--- src/rhpc_pkg.sv ---
// package: constants and carriers for the run/halt and phase control block
package rhpc_pkg;

  // apb register map
  localparam logic [7:0] CTRL_OFFSET   = 8'h00;
  localparam logic [7:0] STATUS_OFFSET = 8'h04;

  // control register fields
  localparam int CTRL_AUTO_RESTART_BIT = 0;
  localparam int CTRL_PARITY_HALT_BIT  = 1;
  localparam int CTRL_PROTECT_EN_BIT   = 2;
  localparam logic [2:0] CTRL_RESET    = 3'h0;

  // status register fields
  localparam int STAT_RUN_BIT          = 0;
  localparam int STAT_RUN_HALT_BIT     = 1;
  localparam int STAT_SINGLE_INSTR_BIT = 2;
  localparam int STAT_SINGLE_CYCLE_BIT = 3;
  localparam int STAT_DISPLAY_HALT_BIT = 4;
  localparam int STAT_PANEL_EN_BIT     = 5;
  localparam int STAT_PHASE_LSB        = 8;

  // mode flop reset values
  localparam logic RUN_RESET          = 1'b0;
  localparam logic RUN_HALT_RESET     = 1'b0;
  localparam logic SINGLE_INSTR_RESET = 1'b0;
  localparam logic SINGLE_CYCLE_RESET = 1'b0;
  localparam logic DISPLAY_HALT_RESET = 1'b1;

  // number of panel and power pins passing the synchroniser
  localparam int PIN_COUNT = 9;

  // panel and power pins, all asynchronous to clock
  typedef struct packed {
    logic run_request;
    logic single_instr_request;
    logic single_cycle_request;
    logic halt_switch;
    logic misc_switch;
    logic panel_preset;
    logic pc_switch;
    logic power_on_normal;
    logic restart_pulse;
  } rhpc_pins_s;

  // microcode and instruction decodes, same clock
  typedef struct packed {
    logic first_clock_phase;
    logic end_of_phase;
    logic conditional_halt_microcode;
    logic force_fetch_microcode;
    logic user_halt;
    logic parity_error;
    logic power_fail;
    logic interrupt_pending;
    logic memory_ref_instr;
    logic instr_indirect;
    logic operand_indirect;
    logic jump_instruction;
    logic subroutine_call_instruction;
    logic protect_violation_interrupt;
    logic third_indirect;
  } rhpc_ucode_s;

  // the four phase flops
  typedef struct packed {
    logic normal_fetch_flop;
    logic interrupt_fetch_flop;
    logic indirect_phase_flop;
    logic execute_phase_flop;
  } rhpc_phase_s;

  localparam rhpc_phase_s PHASE_FETCH = 4'h8;
  localparam rhpc_phase_s PHASE_INTF  = 4'h4;
  localparam rhpc_phase_s PHASE_IND   = 4'h2;
  localparam rhpc_phase_s PHASE_EXEC  = 4'h1;

endpackage

--- src/rhpc_step_gen.sv ---
// module: pin synchroniser and single-clock step pulse generator
`timescale 1ns/1ns
module rhpc_step_gen (
  input  wire logic               clock,
  input  wire logic               rst_n,
  input  wire rhpc_pkg::rhpc_pins_s pins,
  input  wire logic               auto_restart,
  output rhpc_pkg::rhpc_pins_s    pins_sync,
  output logic                    step
);

  logic [rhpc_pkg::PIN_COUNT-1:0] meta;
  logic [rhpc_pkg::PIN_COUNT-1:0] stable;
  logic                           step_flop_a;
  logic                           step_flop_b;
  logic                           next_step_flop_a;
  rhpc_pkg::rhpc_pins_s           s;

  ////////////////////////////////////////////////////////////////////////
  // two-flop synchroniser, first stage read only by the second
  always_ff @(posedge clock or negedge rst_n) begin
    if (!rst_n) begin
      meta   <= '0;
      stable <= '0;
    end else begin
      meta   <= pins;
      stable <= meta;
    end
  end

  assign s         = stable;
  assign pins_sync = s;

  ////////////////////////////////////////////////////////////////////////
  // any mode or misc switch, or restart with auto restart selected
  always_comb begin
    next_step_flop_a = s.run_request | s.single_instr_request
                     | s.single_cycle_request | s.halt_switch
                     | s.misc_switch
                     | (s.restart_pulse & auto_restart);
  end

  // flop a follows the request, flop b one clock later
  always_ff @(posedge clock or negedge rst_n) begin
    if (!rst_n) begin
      step_flop_a <= 1'b0;
      step_flop_b <= 1'b0;
    end else begin
      step_flop_a <= next_step_flop_a;
      step_flop_b <= step_flop_a;
    end
  end

  // exactly one clock high per press
  assign step = step_flop_a & ~step_flop_b;

endmodule

--- src/rhpc_control.sv ---
// module: run/halt mode and machine phase control with apb registers
`timescale 1ns/1ns
//
// Behaviour
// - step generator gives one-clock pulse per mode or misc panel switch press.
// - step pulse also given on power return when auto restart is selected.
// - run request, step, not run-halt set run-halt and run, clear display-halt.
// - panel enable follows display-halt; low disables most panel switches.
// - single-instruction request with step sets single-instr and run, clears halt.
// - single-instr end-of-phase in execute clears run; display-halt one clock later.
// - run low forces rom enable and address increment low.
// - single-cycle request with step sets single-cycle and run, clears halt.
// - single-cycle ends on end-of-phase or conditional halt; halt one clock later.
// - halt switch while run-halt is set, user halt, parity halt or power fail without auto restart raise halt request.
// - user halt acts only while memory protect is disabled.
// - with run-halt clear, next end-of-phase clears run; halt one clock later.
// - restart pulse with step and not run-halt enters run mode.
// - phase flops step to the mapper target only on end-of-phase with first clock phase.
// - interrupt-fetch, indirect and execute set signals go to rom mapper.
// - normal fetch entered from execute absent interrupt conditions, or when forced.
// - interrupt fetch reached from fetch, indirect, execute or auto restart.
// - fetch goes to interrupt fetch on interrupt, non-jump memory ref.
// - indirect goes to interrupt fetch on interrupt unless indirect jump/call.
// - execute goes to interrupt fetch on interrupt per prior indirect kind.
// - preset, pc switch in halt, force-fetch or power-on force normal fetch.
// - indirect goes to execute when operand direct and no interrupt or jump.
module rhpc_control (
  input  wire logic                  clock,
  input  wire logic                  rst_n,
  // apb slave
  input  wire logic                  psel,
  input  wire logic                  penable,
  input  wire logic                  pwrite,
  input  wire logic [7:0]            paddr,
  input  wire logic [31:0]           pwdata,
  output logic [31:0]                prdata,
  output logic                       pready,
  output logic                       pslverr,
  // panel and power pins
  input  wire rhpc_pkg::rhpc_pins_s  pins,
  // decoder inputs
  input  wire rhpc_pkg::rhpc_ucode_s ucode,
  // outputs to rom control, mapper and i/o slots
  output logic                       run,
  output logic                       panel_enable,
  output logic                       rom_enable,
  output logic                       rom_addr_increment,
  output logic                       halt_request,
  output logic                       step_pulse,
  output rhpc_pkg::rhpc_phase_s      phase,
  output logic                       set_interrupt_fetch,
  output logic                       set_indirect_phase,
  output logic                       set_execute_phase
);

  rhpc_pkg::rhpc_pins_s  ps;
  logic                  step;
  logic [2:0]            ctrl;
  logic [2:0]            next_ctrl;
  logic                  auto_restart;
  logic                  parity_halt;
  logic                  protect_en;

  logic run_halt_flop;
  logic single_instr_flop;
  logic single_cycle_flop;
  logic display_halt_flop;
  logic halt_pending;
  logic next_run;
  logic next_run_halt;
  logic next_single_instr;
  logic next_single_cycle;
  logic next_display_halt;
  logic next_halt_pending;
  logic arm;
  logic stop_now;
  logic restart_entry;
  logic run_req;
  logic si_req;
  logic sc_req;

  rhpc_pkg::rhpc_phase_s next_phase;
  rhpc_pkg::rhpc_phase_s target;
  logic                  jump_or_call;
  logic                  force_fetch;
  logic                  phase_clock;
  logic                  eop;

  logic                  apb_access;
  logic                  addr_ok;
  logic [31:0]           next_prdata;
  logic                  next_pslverr;

  ////////////////////////////////////////////////////////////////////////
  // pin synchroniser and step generator
  rhpc_step_gen u_step (
    .clock        (clock),
    .rst_n        (rst_n),
    .pins         (pins),
    .auto_restart (auto_restart),
    .pins_sync    (ps),
    .step         (step)
  );

  assign step_pulse   = step;
  assign auto_restart = ctrl[rhpc_pkg::CTRL_AUTO_RESTART_BIT];
  assign parity_halt  = ctrl[rhpc_pkg::CTRL_PARITY_HALT_BIT];
  assign protect_en   = ctrl[rhpc_pkg::CTRL_PROTECT_EN_BIT];
  assign eop          = ucode.end_of_phase;

  ////////////////////////////////////////////////////////////////////////
  // halt request sources
  always_comb begin
    halt_request = (ps.halt_switch & run_halt_flop)
                 | (ucode.user_halt & ~protect_en)
                 | (ucode.parity_error & parity_halt)
                 | (ucode.power_fail & ~auto_restart);
  end

  ////////////////////////////////////////////////////////////////////////
  // mode switches count only while the panel is enabled; the halt
  // action of halt/cycle and the restart pulse stay live in run
  always_comb begin
    run_req = ps.run_request & display_halt_flop;
    si_req  = ps.single_instr_request & display_halt_flop;
    sc_req  = ps.single_cycle_request & display_halt_flop;
  end

  ////////////////////////////////////////////////////////////////////////
  // mode flops next state
  always_comb begin
    arm               = step & ~run_halt_flop;
    restart_entry     = ps.restart_pulse & arm & ~single_instr_flop
                      & ~single_cycle_flop;
    stop_now          = 1'b0;
    next_run          = run;
    next_run_halt     = run_halt_flop;
    next_single_instr = single_instr_flop;
    next_single_cycle = single_cycle_flop;
    next_display_halt = display_halt_flop;
    next_halt_pending = 1'b0;
    // display-halt sets one clock after run drops
    if (halt_pending) begin
      next_display_halt = 1'b1;
    end
    if (run) begin
      if (single_instr_flop & eop & phase.execute_phase_flop) begin
        stop_now          = 1'b1;
        next_single_instr = 1'b0;
      end
      if (single_cycle_flop
          & (eop | ucode.conditional_halt_microcode)) begin
        stop_now          = 1'b1;
        next_single_cycle = 1'b0;
      end
      if (~run_halt_flop & ~single_instr_flop & ~single_cycle_flop
          & eop) begin
        stop_now = 1'b1;
      end
    end
    if (stop_now) begin
      next_run          = 1'b0;
      next_halt_pending = 1'b1;
    end
    if (halt_request) begin
      next_run_halt = 1'b0;
    end
    if (arm & (run_req | restart_entry)) begin
      next_run_halt     = 1'b1;
      next_run          = 1'b1;
      next_display_halt = 1'b0;
      next_halt_pending = 1'b0;
    end else if (arm & si_req) begin
      next_single_instr = 1'b1;
      next_run          = 1'b1;
      next_display_halt = 1'b0;
      next_halt_pending = 1'b0;
    end else if (arm & sc_req) begin
      next_single_cycle = 1'b1;
      next_run          = 1'b1;
      next_display_halt = 1'b0;
      next_halt_pending = 1'b0;
    end
  end

  // mode flops, reset into halt with panel enabled
  always_ff @(posedge clock or negedge rst_n) begin
    if (!rst_n) begin
      run               <= rhpc_pkg::RUN_RESET;
      run_halt_flop     <= rhpc_pkg::RUN_HALT_RESET;
      single_instr_flop <= rhpc_pkg::SINGLE_INSTR_RESET;
      single_cycle_flop <= rhpc_pkg::SINGLE_CYCLE_RESET;
      display_halt_flop <= rhpc_pkg::DISPLAY_HALT_RESET;
      halt_pending      <= 1'b0;
    end else begin
      run               <= next_run;
      run_halt_flop     <= next_run_halt;
      single_instr_flop <= next_single_instr;
      single_cycle_flop <= next_single_cycle;
      display_halt_flop <= next_display_halt;
      halt_pending      <= next_halt_pending;
    end
  end

  // panel and rom gating
  assign panel_enable       = display_halt_flop;
  assign rom_enable         = run;
  assign rom_addr_increment = run;

  ////////////////////////////////////////////////////////////////////////
  // phase target decode for the rom mapper
  always_comb begin
    jump_or_call = ucode.jump_instruction
                 | ucode.subroutine_call_instruction;
    target       = rhpc_pkg::PHASE_EXEC;
    unique case (1'b1)
      phase.normal_fetch_flop: begin
        if (ucode.interrupt_pending & ucode.memory_ref_instr
            & ~ucode.jump_instruction
            & (~(ucode.subroutine_call_instruction
                 & ucode.instr_indirect)
               | ucode.protect_violation_interrupt)) begin
          target = rhpc_pkg::PHASE_INTF;
        end else if (ucode.memory_ref_instr & ucode.instr_indirect
                     & ~ucode.protect_violation_interrupt
                     & (~ucode.interrupt_pending | jump_or_call)) begin
          target = rhpc_pkg::PHASE_IND;
        end
      end
      phase.interrupt_fetch_flop: begin
        if (ucode.memory_ref_instr & ucode.instr_indirect
            & ~ucode.protect_violation_interrupt) begin
          target = rhpc_pkg::PHASE_IND;
        end
      end
      phase.indirect_phase_flop: begin
        if (ucode.interrupt_pending
            & (~jump_or_call
               | (ucode.operand_indirect & ucode.third_indirect))) begin
          target = rhpc_pkg::PHASE_INTF;
        end else if (ucode.operand_indirect) begin
          target = rhpc_pkg::PHASE_IND;
        end else begin
          target = rhpc_pkg::PHASE_EXEC;
        end
      end
      phase.execute_phase_flop: begin
        if (ucode.interrupt_pending
            & (~(ucode.instr_indirect & jump_or_call)
               | ucode.protect_violation_interrupt
               | ucode.third_indirect)) begin
          target = rhpc_pkg::PHASE_INTF;
        end else begin
          target = rhpc_pkg::PHASE_FETCH;
        end
      end
      default: begin
        target = rhpc_pkg::PHASE_FETCH;
      end
    endcase
  end

  // set-phase lines to the mapper
  assign set_interrupt_fetch = target.interrupt_fetch_flop;
  assign set_indirect_phase  = target.indirect_phase_flop;
  assign set_execute_phase   = target.execute_phase_flop;

  ////////////////////////////////////////////////////////////////////////
  // phase flops next state
  always_comb begin
    force_fetch = ps.panel_preset & display_halt_flop
                | ps.pc_switch & display_halt_flop
                | ucode.force_fetch_microcode
                | ~ps.power_on_normal;
    phase_clock = eop & ucode.first_clock_phase;
    next_phase  = phase;
    if (force_fetch) begin
      next_phase = rhpc_pkg::PHASE_FETCH;
    end else if (restart_entry & auto_restart) begin
      next_phase = rhpc_pkg::PHASE_INTF;
    end else if (phase_clock) begin
      next_phase = target;
    end
  end

  // phase flops, reset into normal fetch
  always_ff @(posedge clock or negedge rst_n) begin
    if (!rst_n) begin
      phase <= rhpc_pkg::PHASE_FETCH;
    end else begin
      phase <= next_phase;
    end
  end

  ////////////////////////////////////////////////////////////////////////
  // apb slave, zero wait states, error on unmapped address
  always_comb begin
    apb_access   = psel & penable;
    addr_ok      = (paddr == rhpc_pkg::CTRL_OFFSET)
                 | (paddr == rhpc_pkg::STATUS_OFFSET);
    next_ctrl    = ctrl;
    next_prdata  = 32'h0000_0000;
    next_pslverr = 1'b0;
    if (psel & ~penable) begin
      next_pslverr = ~addr_ok;
      if (~pwrite & (paddr == rhpc_pkg::CTRL_OFFSET)) begin
        next_prdata[2:0] = ctrl;
      end else if (~pwrite & (paddr == rhpc_pkg::STATUS_OFFSET)) begin
        next_prdata[rhpc_pkg::STAT_RUN_BIT]          = run;
        next_prdata[rhpc_pkg::STAT_RUN_HALT_BIT]     = run_halt_flop;
        next_prdata[rhpc_pkg::STAT_SINGLE_INSTR_BIT] = single_instr_flop;
        next_prdata[rhpc_pkg::STAT_SINGLE_CYCLE_BIT] = single_cycle_flop;
        next_prdata[rhpc_pkg::STAT_DISPLAY_HALT_BIT] = display_halt_flop;
        next_prdata[rhpc_pkg::STAT_PANEL_EN_BIT]     = panel_enable;
        next_prdata[rhpc_pkg::STAT_PHASE_LSB +: 4]   = phase;
      end
    end else if (apb_access) begin
      next_prdata  = prdata;
      next_pslverr = pslverr;
    end
    if (apb_access & pwrite & (paddr == rhpc_pkg::CTRL_OFFSET)) begin
      next_ctrl = pwdata[2:0];
    end
  end

  // control register and registered read data
  always_ff @(posedge clock or negedge rst_n) begin
    if (!rst_n) begin
      ctrl    <= rhpc_pkg::CTRL_RESET;
      prdata  <= 32'h0000_0000;
      pslverr <= 1'b0;
    end else begin
      ctrl    <= next_ctrl;
      prdata  <= next_prdata;
      pslverr <= next_pslverr;
    end
  end

  assign pready = 1'b1;

endmodule

--- config.mk ---
export PLATFORM = sky130hd
export DESIGN_NAME = rhpc_control
export DESIGN_NICKNAME = d
export VERILOG_FILES = /design/src/rhpc_pkg.sv /design/src/rhpc_step_gen.sv /design/src/rhpc_control.sv
export SDC_FILE = /design/constraint.sdc
export NUM_CORES = 1
export LEC_CHECK = 0
export BUFFER_PORTS_ARGS = -buffer_cell sky130_fd_sc_hd__buf_4
export CORE_MARGIN = 10
export CORE_UTILIZATION = 43
export CTS_CLUSTER_SIZE = 16
export DETAILED_ROUTE_END_ITERATION = 12
export PLACE_DENSITY = 0.8
export SETUP_SLACK_MARGIN = 0.15
export SYNTH_ARGS = -nofsm -noshare
export SYNTH_HDL_FRONTEND = slang
export SYNTH_SLANG_ARGS = --single-unit
--- constraint.sdc ---
create_clock -name clock -period 1.73 [get_ports clock]
set_clock_uncertainty 0.05 [all_clocks]
set_input_delay 0.346 -clock clock [delete_from_list [all_inputs] [get_ports clock]]
set_output_delay 0.346 -clock clock [all_outputs]
set_load 0.02 [all_outputs]
==> results.yml, run 1 <==
cells_and_area:
  register_area_um2: 1080
  antenna_cells: 0
  nNetsFinal: 320
  post-route-util_pct: 60.3
  final_cell_count_no_fill: 304
  multiInputGateArea_um2: 746
  num-fill-cells: 363
  area_delta_synth_final_pct: 35.8
  fin_area_um2: 2620
  drive_gt1_share_pct: 39.7
synthesis:
  seq_area_frac_synth_pct: 55.8
  synthesis.area_um2: 1930
  synth_cell_types: 37
  netlist_instances: 174
  synth.area.top_cells: "dfrtp_1 (53%), buf_4 (10%), dfstp_2 (2.7%), nor3b_1 (2.7%), a22o_1 (2.7%)"
  yosysWarnings: 0
  yosys.area.top_type_share_pct: 53.1
  yosys-top-cells-count: "dfrtp_1 (41), buf_4 (26), nand2_1 (13), nor2_1 (8)"
  synth_top_area_cell: "dfrtp_1"
  synth_most_common_cell: "dfrtp_1"
  syn_avg_cell_area_um2: 11.1
  synth-seq-cells: 43
  async_flop_share_pct: 100
  synth-edff-count: 0
  yosys_most_used_dff: "dfrtp_1"
routing:
  first_pass_iters: 4
  vias: 1525
  via_per_inst: 5.02
  drtIter0Drc: 86
  wl_per_cell_um: 15.7
  drt_wl_total_mm: 4.77
  detail-route-antenna-nets: 0
  drc: 0
timing:
  hold_viol_final: 0
  fmax_mhz: 554
  finalSetupViolations: 3
  worst_slack_ps: -75.2
  holdWs_ps: 104
  worst_pin_slew_ps: 519
  fin_crit_ps: 1810
  drv_slew: 0
  finalCritPeriodShare_pct: 104
  relSlewSlack_pct: 65.4
  rsz0062_at_grt: "yes"
  setup_tns_ps: -163
clocking:
  cts_sinks: 43
  ctsLongestPathBuffers: 2
  cts-buffers-inserted: 5
  root_buffer: "clkbuf_8"
  clkTransAtPathRegs_ps: 80
  clk_latency_ps: 290
  htreeDepth: 2
  cts_tree: "built"
worst_setup_path:
  worstPathRequired_ps: 1330
  path_max_fanout: 5
  slowest_delay_ps: 560
  crit_buf_inv: 1
  crit_arrival_ps: 1410
  path_cells: "nand4b_1 > a21oi_2 > a311o_1 > buf_6"
  cp_slowest_cell: "dfstp_2"
  endpoint_kind: "primary output"
  path_class: "flip-flop to primary output"
  rrSetupSlack_ps: 190
  r2r-start: "phase[3]"
  reg2reg_to: "phase[2]"
  start_kind: "flip-flop"
  r2r_cells: 7
  crit_cells: 4
  crit_family: "flip-flops"
place:
  place.gp.congestion: 0.855
  dp.final_hpwl_mm: 3.58
  post-place-cells: 285
  port_buffers: 63
  placed_area_um2: 2370
floorplan:
  core-area_um2: 4350
  dieArea_um2: 7570
  initial_core_util_pct: 44.4
  row_count: 24
  dieWidth_um: 87.0
  die-height_um: 87.0
  ioPinCount: 116
power_and_ir_drop:
  p_switching_w: 0.000552
  p_leak_nw: 1.31
  p_comb_share_pct: 17.0
  seq_power_share_pct: 52.6
  power.density_nw_per_um2: 801
  pwr-share-clk_pct: 30.3
  netSwitchingFraction_pct: 26.3
  vdd_drop_max_uv: 604
  intPower_w: 0.00155
global_routing:
  grt_pass1_vias: 1610
  grt_pass1_wl_mm: 7.38
  grt_most_used_layer: "met2"
  grt.total_usage_pct: 12.2
  grt.overflow.total: 0
  antenna_found_initial: 0
  grt_use_met1_pct: 12.4
  met2_usage_pct: 20.9
  grt_max_degree: 44
  grt_use_met3_pct: 6.09
status:
  failed_checks: "setup timing"
  status: "finished with violations"
hold_path:
  min_from: "pins[6]"
  hold_path.class: "input pin to flip-flop"
  hold_end: "u_step.meta[6]"
  min_path_cells: 1
flow_run:
  cap_violations: 0
==> layout make-up <==
cell class                      count  area share, %
Clock buffer                        7           3.29
Clock inverter                      1          0.191
Timing Repair Buffer               78           23.6
Tap cell                           52           2.48
Sequential cell                    43           41.2
Inverter                            6          0.858
Multi-Input combinational cell    117           28.4
==> state kept, by name (all words and copies together), names as in the netlist <==
| name | cells |
|---|---|
| ctrl | 3 |
| phase | 4 |
| halt_pending | 1 |
| u_step.step_flop_a | 1 |
| single_cycle_flop | 1 |
| u_step.pins_sync | 9 |
| single_instr_flop | 1 |
| run_halt_flop | 1 |
| u_step.step_flop_b | 1 |
| rom_addr_increment | 1 |
| pslverr | 1 |
| prdata | 9 |
| panel_enable | 1 |
| u_step.meta | 9 |
==> metal layers <==
| metal | part of all wire, % | wire (µm) |
|---|---|---|
| met2 | 53 | 2540 |
| met5 | 0 | 0 |
| met3 | 9.4 | 447 |
| met4 | 0.55 | 26 |
| met1 | 37 | 1750 |
==> through the flow <==
stage | worst slack [ps] | total power [W]
after detailed placement | -82.5 | 0.00145
after global placement | -78.7 | 0.00144
after CTS | -100 | 0.00211
after global routing | -146 | 0.00220
final | -75.2 | 0.00210
after floorplan | 178 | 0.00132
==> kinds of logic after synthesis <==
kind of cell | Yosys count | synth area share [%]
AND/OR/NAND/NOR | 52 | 14.7
flip-flops | 43 | 55.8
AO/OA/AOI/OAI | 39 | 15.4
buffers and inverters | 35 | 12.0
multiplexers | 3 | 1.75
other | 2 | 0.389
==> power groups by stage <==
stage / combinational (W) / clock (W) / sequential [W]
2_1_floorplan: 0.000186 / 0 / 0.00113
5_1_grt: 0.000393 / 0.000698 / 0.00111
3_3_place_gp: 0.000314 / 0 / 0.00113
6_report: 0.000358 / 0.000637 / 0.00111
3_5_place_dp: 0.000322 / 0 / 0.00113
4_1_cts: 0.000346 / 0.000657 / 0.00111
==> timing repair <==
action                     in CTS  in global routing
setup endpoints to repair       4                 11
pin swaps                       3                  4
resized for setup              14                  6
hold endpoints to repair       41                  0
buffers inserted                7                  3
hold buffers                    1                  0
==> worst max-delay path by stage <==
stage	startpoint	to	slack, ps
2_1_floorplan	ucode[0]	set_interrupt_fetch	180
3_3_place_gp	ucode[0]	set_interrupt_fetch	-80
3_5_place_dp	ucode[0]	set_interrupt_fetch	-80
4_1_cts	ucode[0]	set_interrupt_fetch	-100
5_1_grt	phase[3]	set_interrupt_fetch	-150
6_report	phase[3]	set_interrupt_fetch	-80
==> cell usage in the layout, fill, tap and decap left out, types with 2 or more instances in the layout <==
cell	Yosys	layout
buf_4	26	69
dfrtp_1	41	39
conb_1	2	23
nand2_1	13	13
nor2_1	8	8
buf_6	0	8
a21oi_1	7	6
inv_1	6	6
a22o_1	6	6
clkbuf_8	0	6
nor3b_1	7	5
o21a_1	5	5
and3_1	5	5
a221o_1	4	4
o21ai_0	6	4
and2_1	4	4
a32o_1	3	3
nor3_1	3	3
mux2_2	3	3
nand3b_1	2	2
nor2b_1	2	2
o21ai_1	0	2
nand2b_1	2	2
dfrtp_2	0	2
dfstp_2	2	2
Power figures use the tool's default switching activity.
==> run 2: changes to the inputs <==
CORE_UTILIZATION = 44   (was 43)
CTS_BUF_LIST = sky130_fd_sc_hd__clkbuf_8   (was default)
PLACE_DENSITY = 0.81   (was 0.8)
==> results.yml, run 2 (synthesized netlist as in run 1, its figures left out) <==
clocking:
  cts_tree: "built"
  ctsLongestPathBuffers: 2
  clkTransAtPathRegs_ps: 80
  htreeDepth: 2
  cts_sinks: 43
  cts-buffers-inserted: 5
  root_buffer: "clkbuf_8"
  clk_latency_ps: 290
timing:
  holdWs_ps: 107
  finalCritPeriodShare_pct: 107
  worst_pin_slew_ps: 524
  hold_viol_final: 0
  worst_slack_ps: -119
  fmax_mhz: 541
  finalSetupViolations: 3
  drv_slew: 0
  rsz0062_at_grt: "yes"
  relSlewSlack_pct: 65.1
  fin_crit_ps: 1850
  setup_tns_ps: -196
cells_and_area:
  final_cell_mix: "buf_4 (75), dfrtp_1 (39), conb_1 (23)"
  drive_gt1_share_pct: 41.9
  nNetsFinal: 326
  final_common_cell: "buf_4"
  num-fill-cells: 360
  antenna_cells: 0
  multiInputGateArea_um2: 736
  area_delta_synth_final_pct: 37.2
  register_area_um2: 1080
power_and_ir_drop:
  p_leak_nw: 1.33
  vdd_drop_max_uv: 648
  power.density_nw_per_um2: 784
routing:
  wl_per_cell_um: 16.1
  via_per_inst: 4.91
  drtIter0Drc: 100
  detail-route-antenna-nets: 0
  drc: 0
  vias: 1521
  drt_wl_total_mm: 4.99
  first_pass_iters: 4
worst_setup_path:
  start_kind: "flip-flop"
  path_class: "flip-flop to primary output"
  endpoint_kind: "primary output"
  path_max_fanout: 4
  worstPathRequired_ps: 1330
  crit_arrival_ps: 1450
global_routing:
  grt_use_met1_pct: 13.2
  grt_most_used_layer: "met2"
  grt.total_usage_pct: 12.9
  grt_max_degree: 44
  grt.overflow.total: 0
  antenna_found_initial: 0
  grt_use_met3_pct: 6.10
  met2_usage_pct: 22.9
  grt_pass1_vias: 1609
  grt_pass1_wl_mm: 7.76
floorplan:
  core-area_um2: 4290
  initial_core_util_pct: 45.0
  row_count: 24
  dieArea_um2: 7440
  ioPinCount: 116
  die-height_um: 86.3
  dieWidth_um: 86.3
status:
  status: "finished with violations"
  failed_checks: "setup timing"
place:
  place.gp.congestion: 0.897
  dp.final_hpwl_mm: 3.54
  port_buffers: 63
hold_path:
  hold_path.class: "input pin to flip-flop"
flow_run:
  cap_violations: 0
run 2: path summary, 6_finish.rpt:
path,from,to,slack [ps],cells past startpoint
hold reg to reg,u_step.meta[4],u_step.pins_sync[4],300,0
max in group asynchronous,rst_n,phase[2],710,2
min in group asynchronous,rst_n,pslverr,520,2
setup / recovery,phase[3],set_interrupt_fetch,-120,4
hold / removal,pins[8],u_step.meta[8],110,1
setup reg to reg,phase[3],phase[2],170,7
run 2: through the flow:
step | instances | utilization [%] | setup WS [ps] | total power, W | instance area, µm²
after detailed placement | 285 | 55.2 | -68.4 | 0.00145 | 2370
after CTS | 305 | 60.5 | -65.8 | 0.00207 | 2600
after global placement | 285 | 55.2 | -67.4 | 0.00144 | 2370
after global routing | 310 | 61.7 | -181 | 0.00219 | 2650
final | 310 | 61.7 | -119 | 0.00208 | 2650
after floorplan | 195 | - | 178 | 0.00132 | 2010
run 2: layout make-up:
cell class | instances | share of cell area, %
flip-flops and latches | 43 | 40.8
multi-input cells | 117 | 27.7
repair buffers | 84 | 25.0
clock buffers | 5 | 2.60
well taps | 52 | 2.45
inverters | 6 | 0.849
clock inverters | 3 | 0.566
run 2: where the power goes:
group	internal [W]	switching [W]	leakage, nW
clock network	0.000276	0.000326	0.0477
logic	0.000175	0.000195	0.748
registers	0.00106	0.0000445	0.536
run 2: per-layer routing:
layer / share of wire, % / vias to the layer above
li1: - / 735
met2: 53 / 55
met5: 0 / -
met3: 9.0 / 9
met1: 37 / 722
met4: 1.6 / 0
run 2: worst max-delay path, cell delays in order (launching register included):
cell	delay, ps
dfstp_2	560
nand4b_1	110
a21oi_2	150
a311o_1	200
buf_6	140
run 2: what timing repair did:
action / in CTS / in global routing
endpoints found under the hold margin: 41 / 0
gates cloned: 0 / 0
gates resized for setup: 15 / 4
endpoints found under the setup margin: 4 / 8
pin swaps: 7 / 4
hold buffers: 1 / 0
buffers inserted: 11 / 5
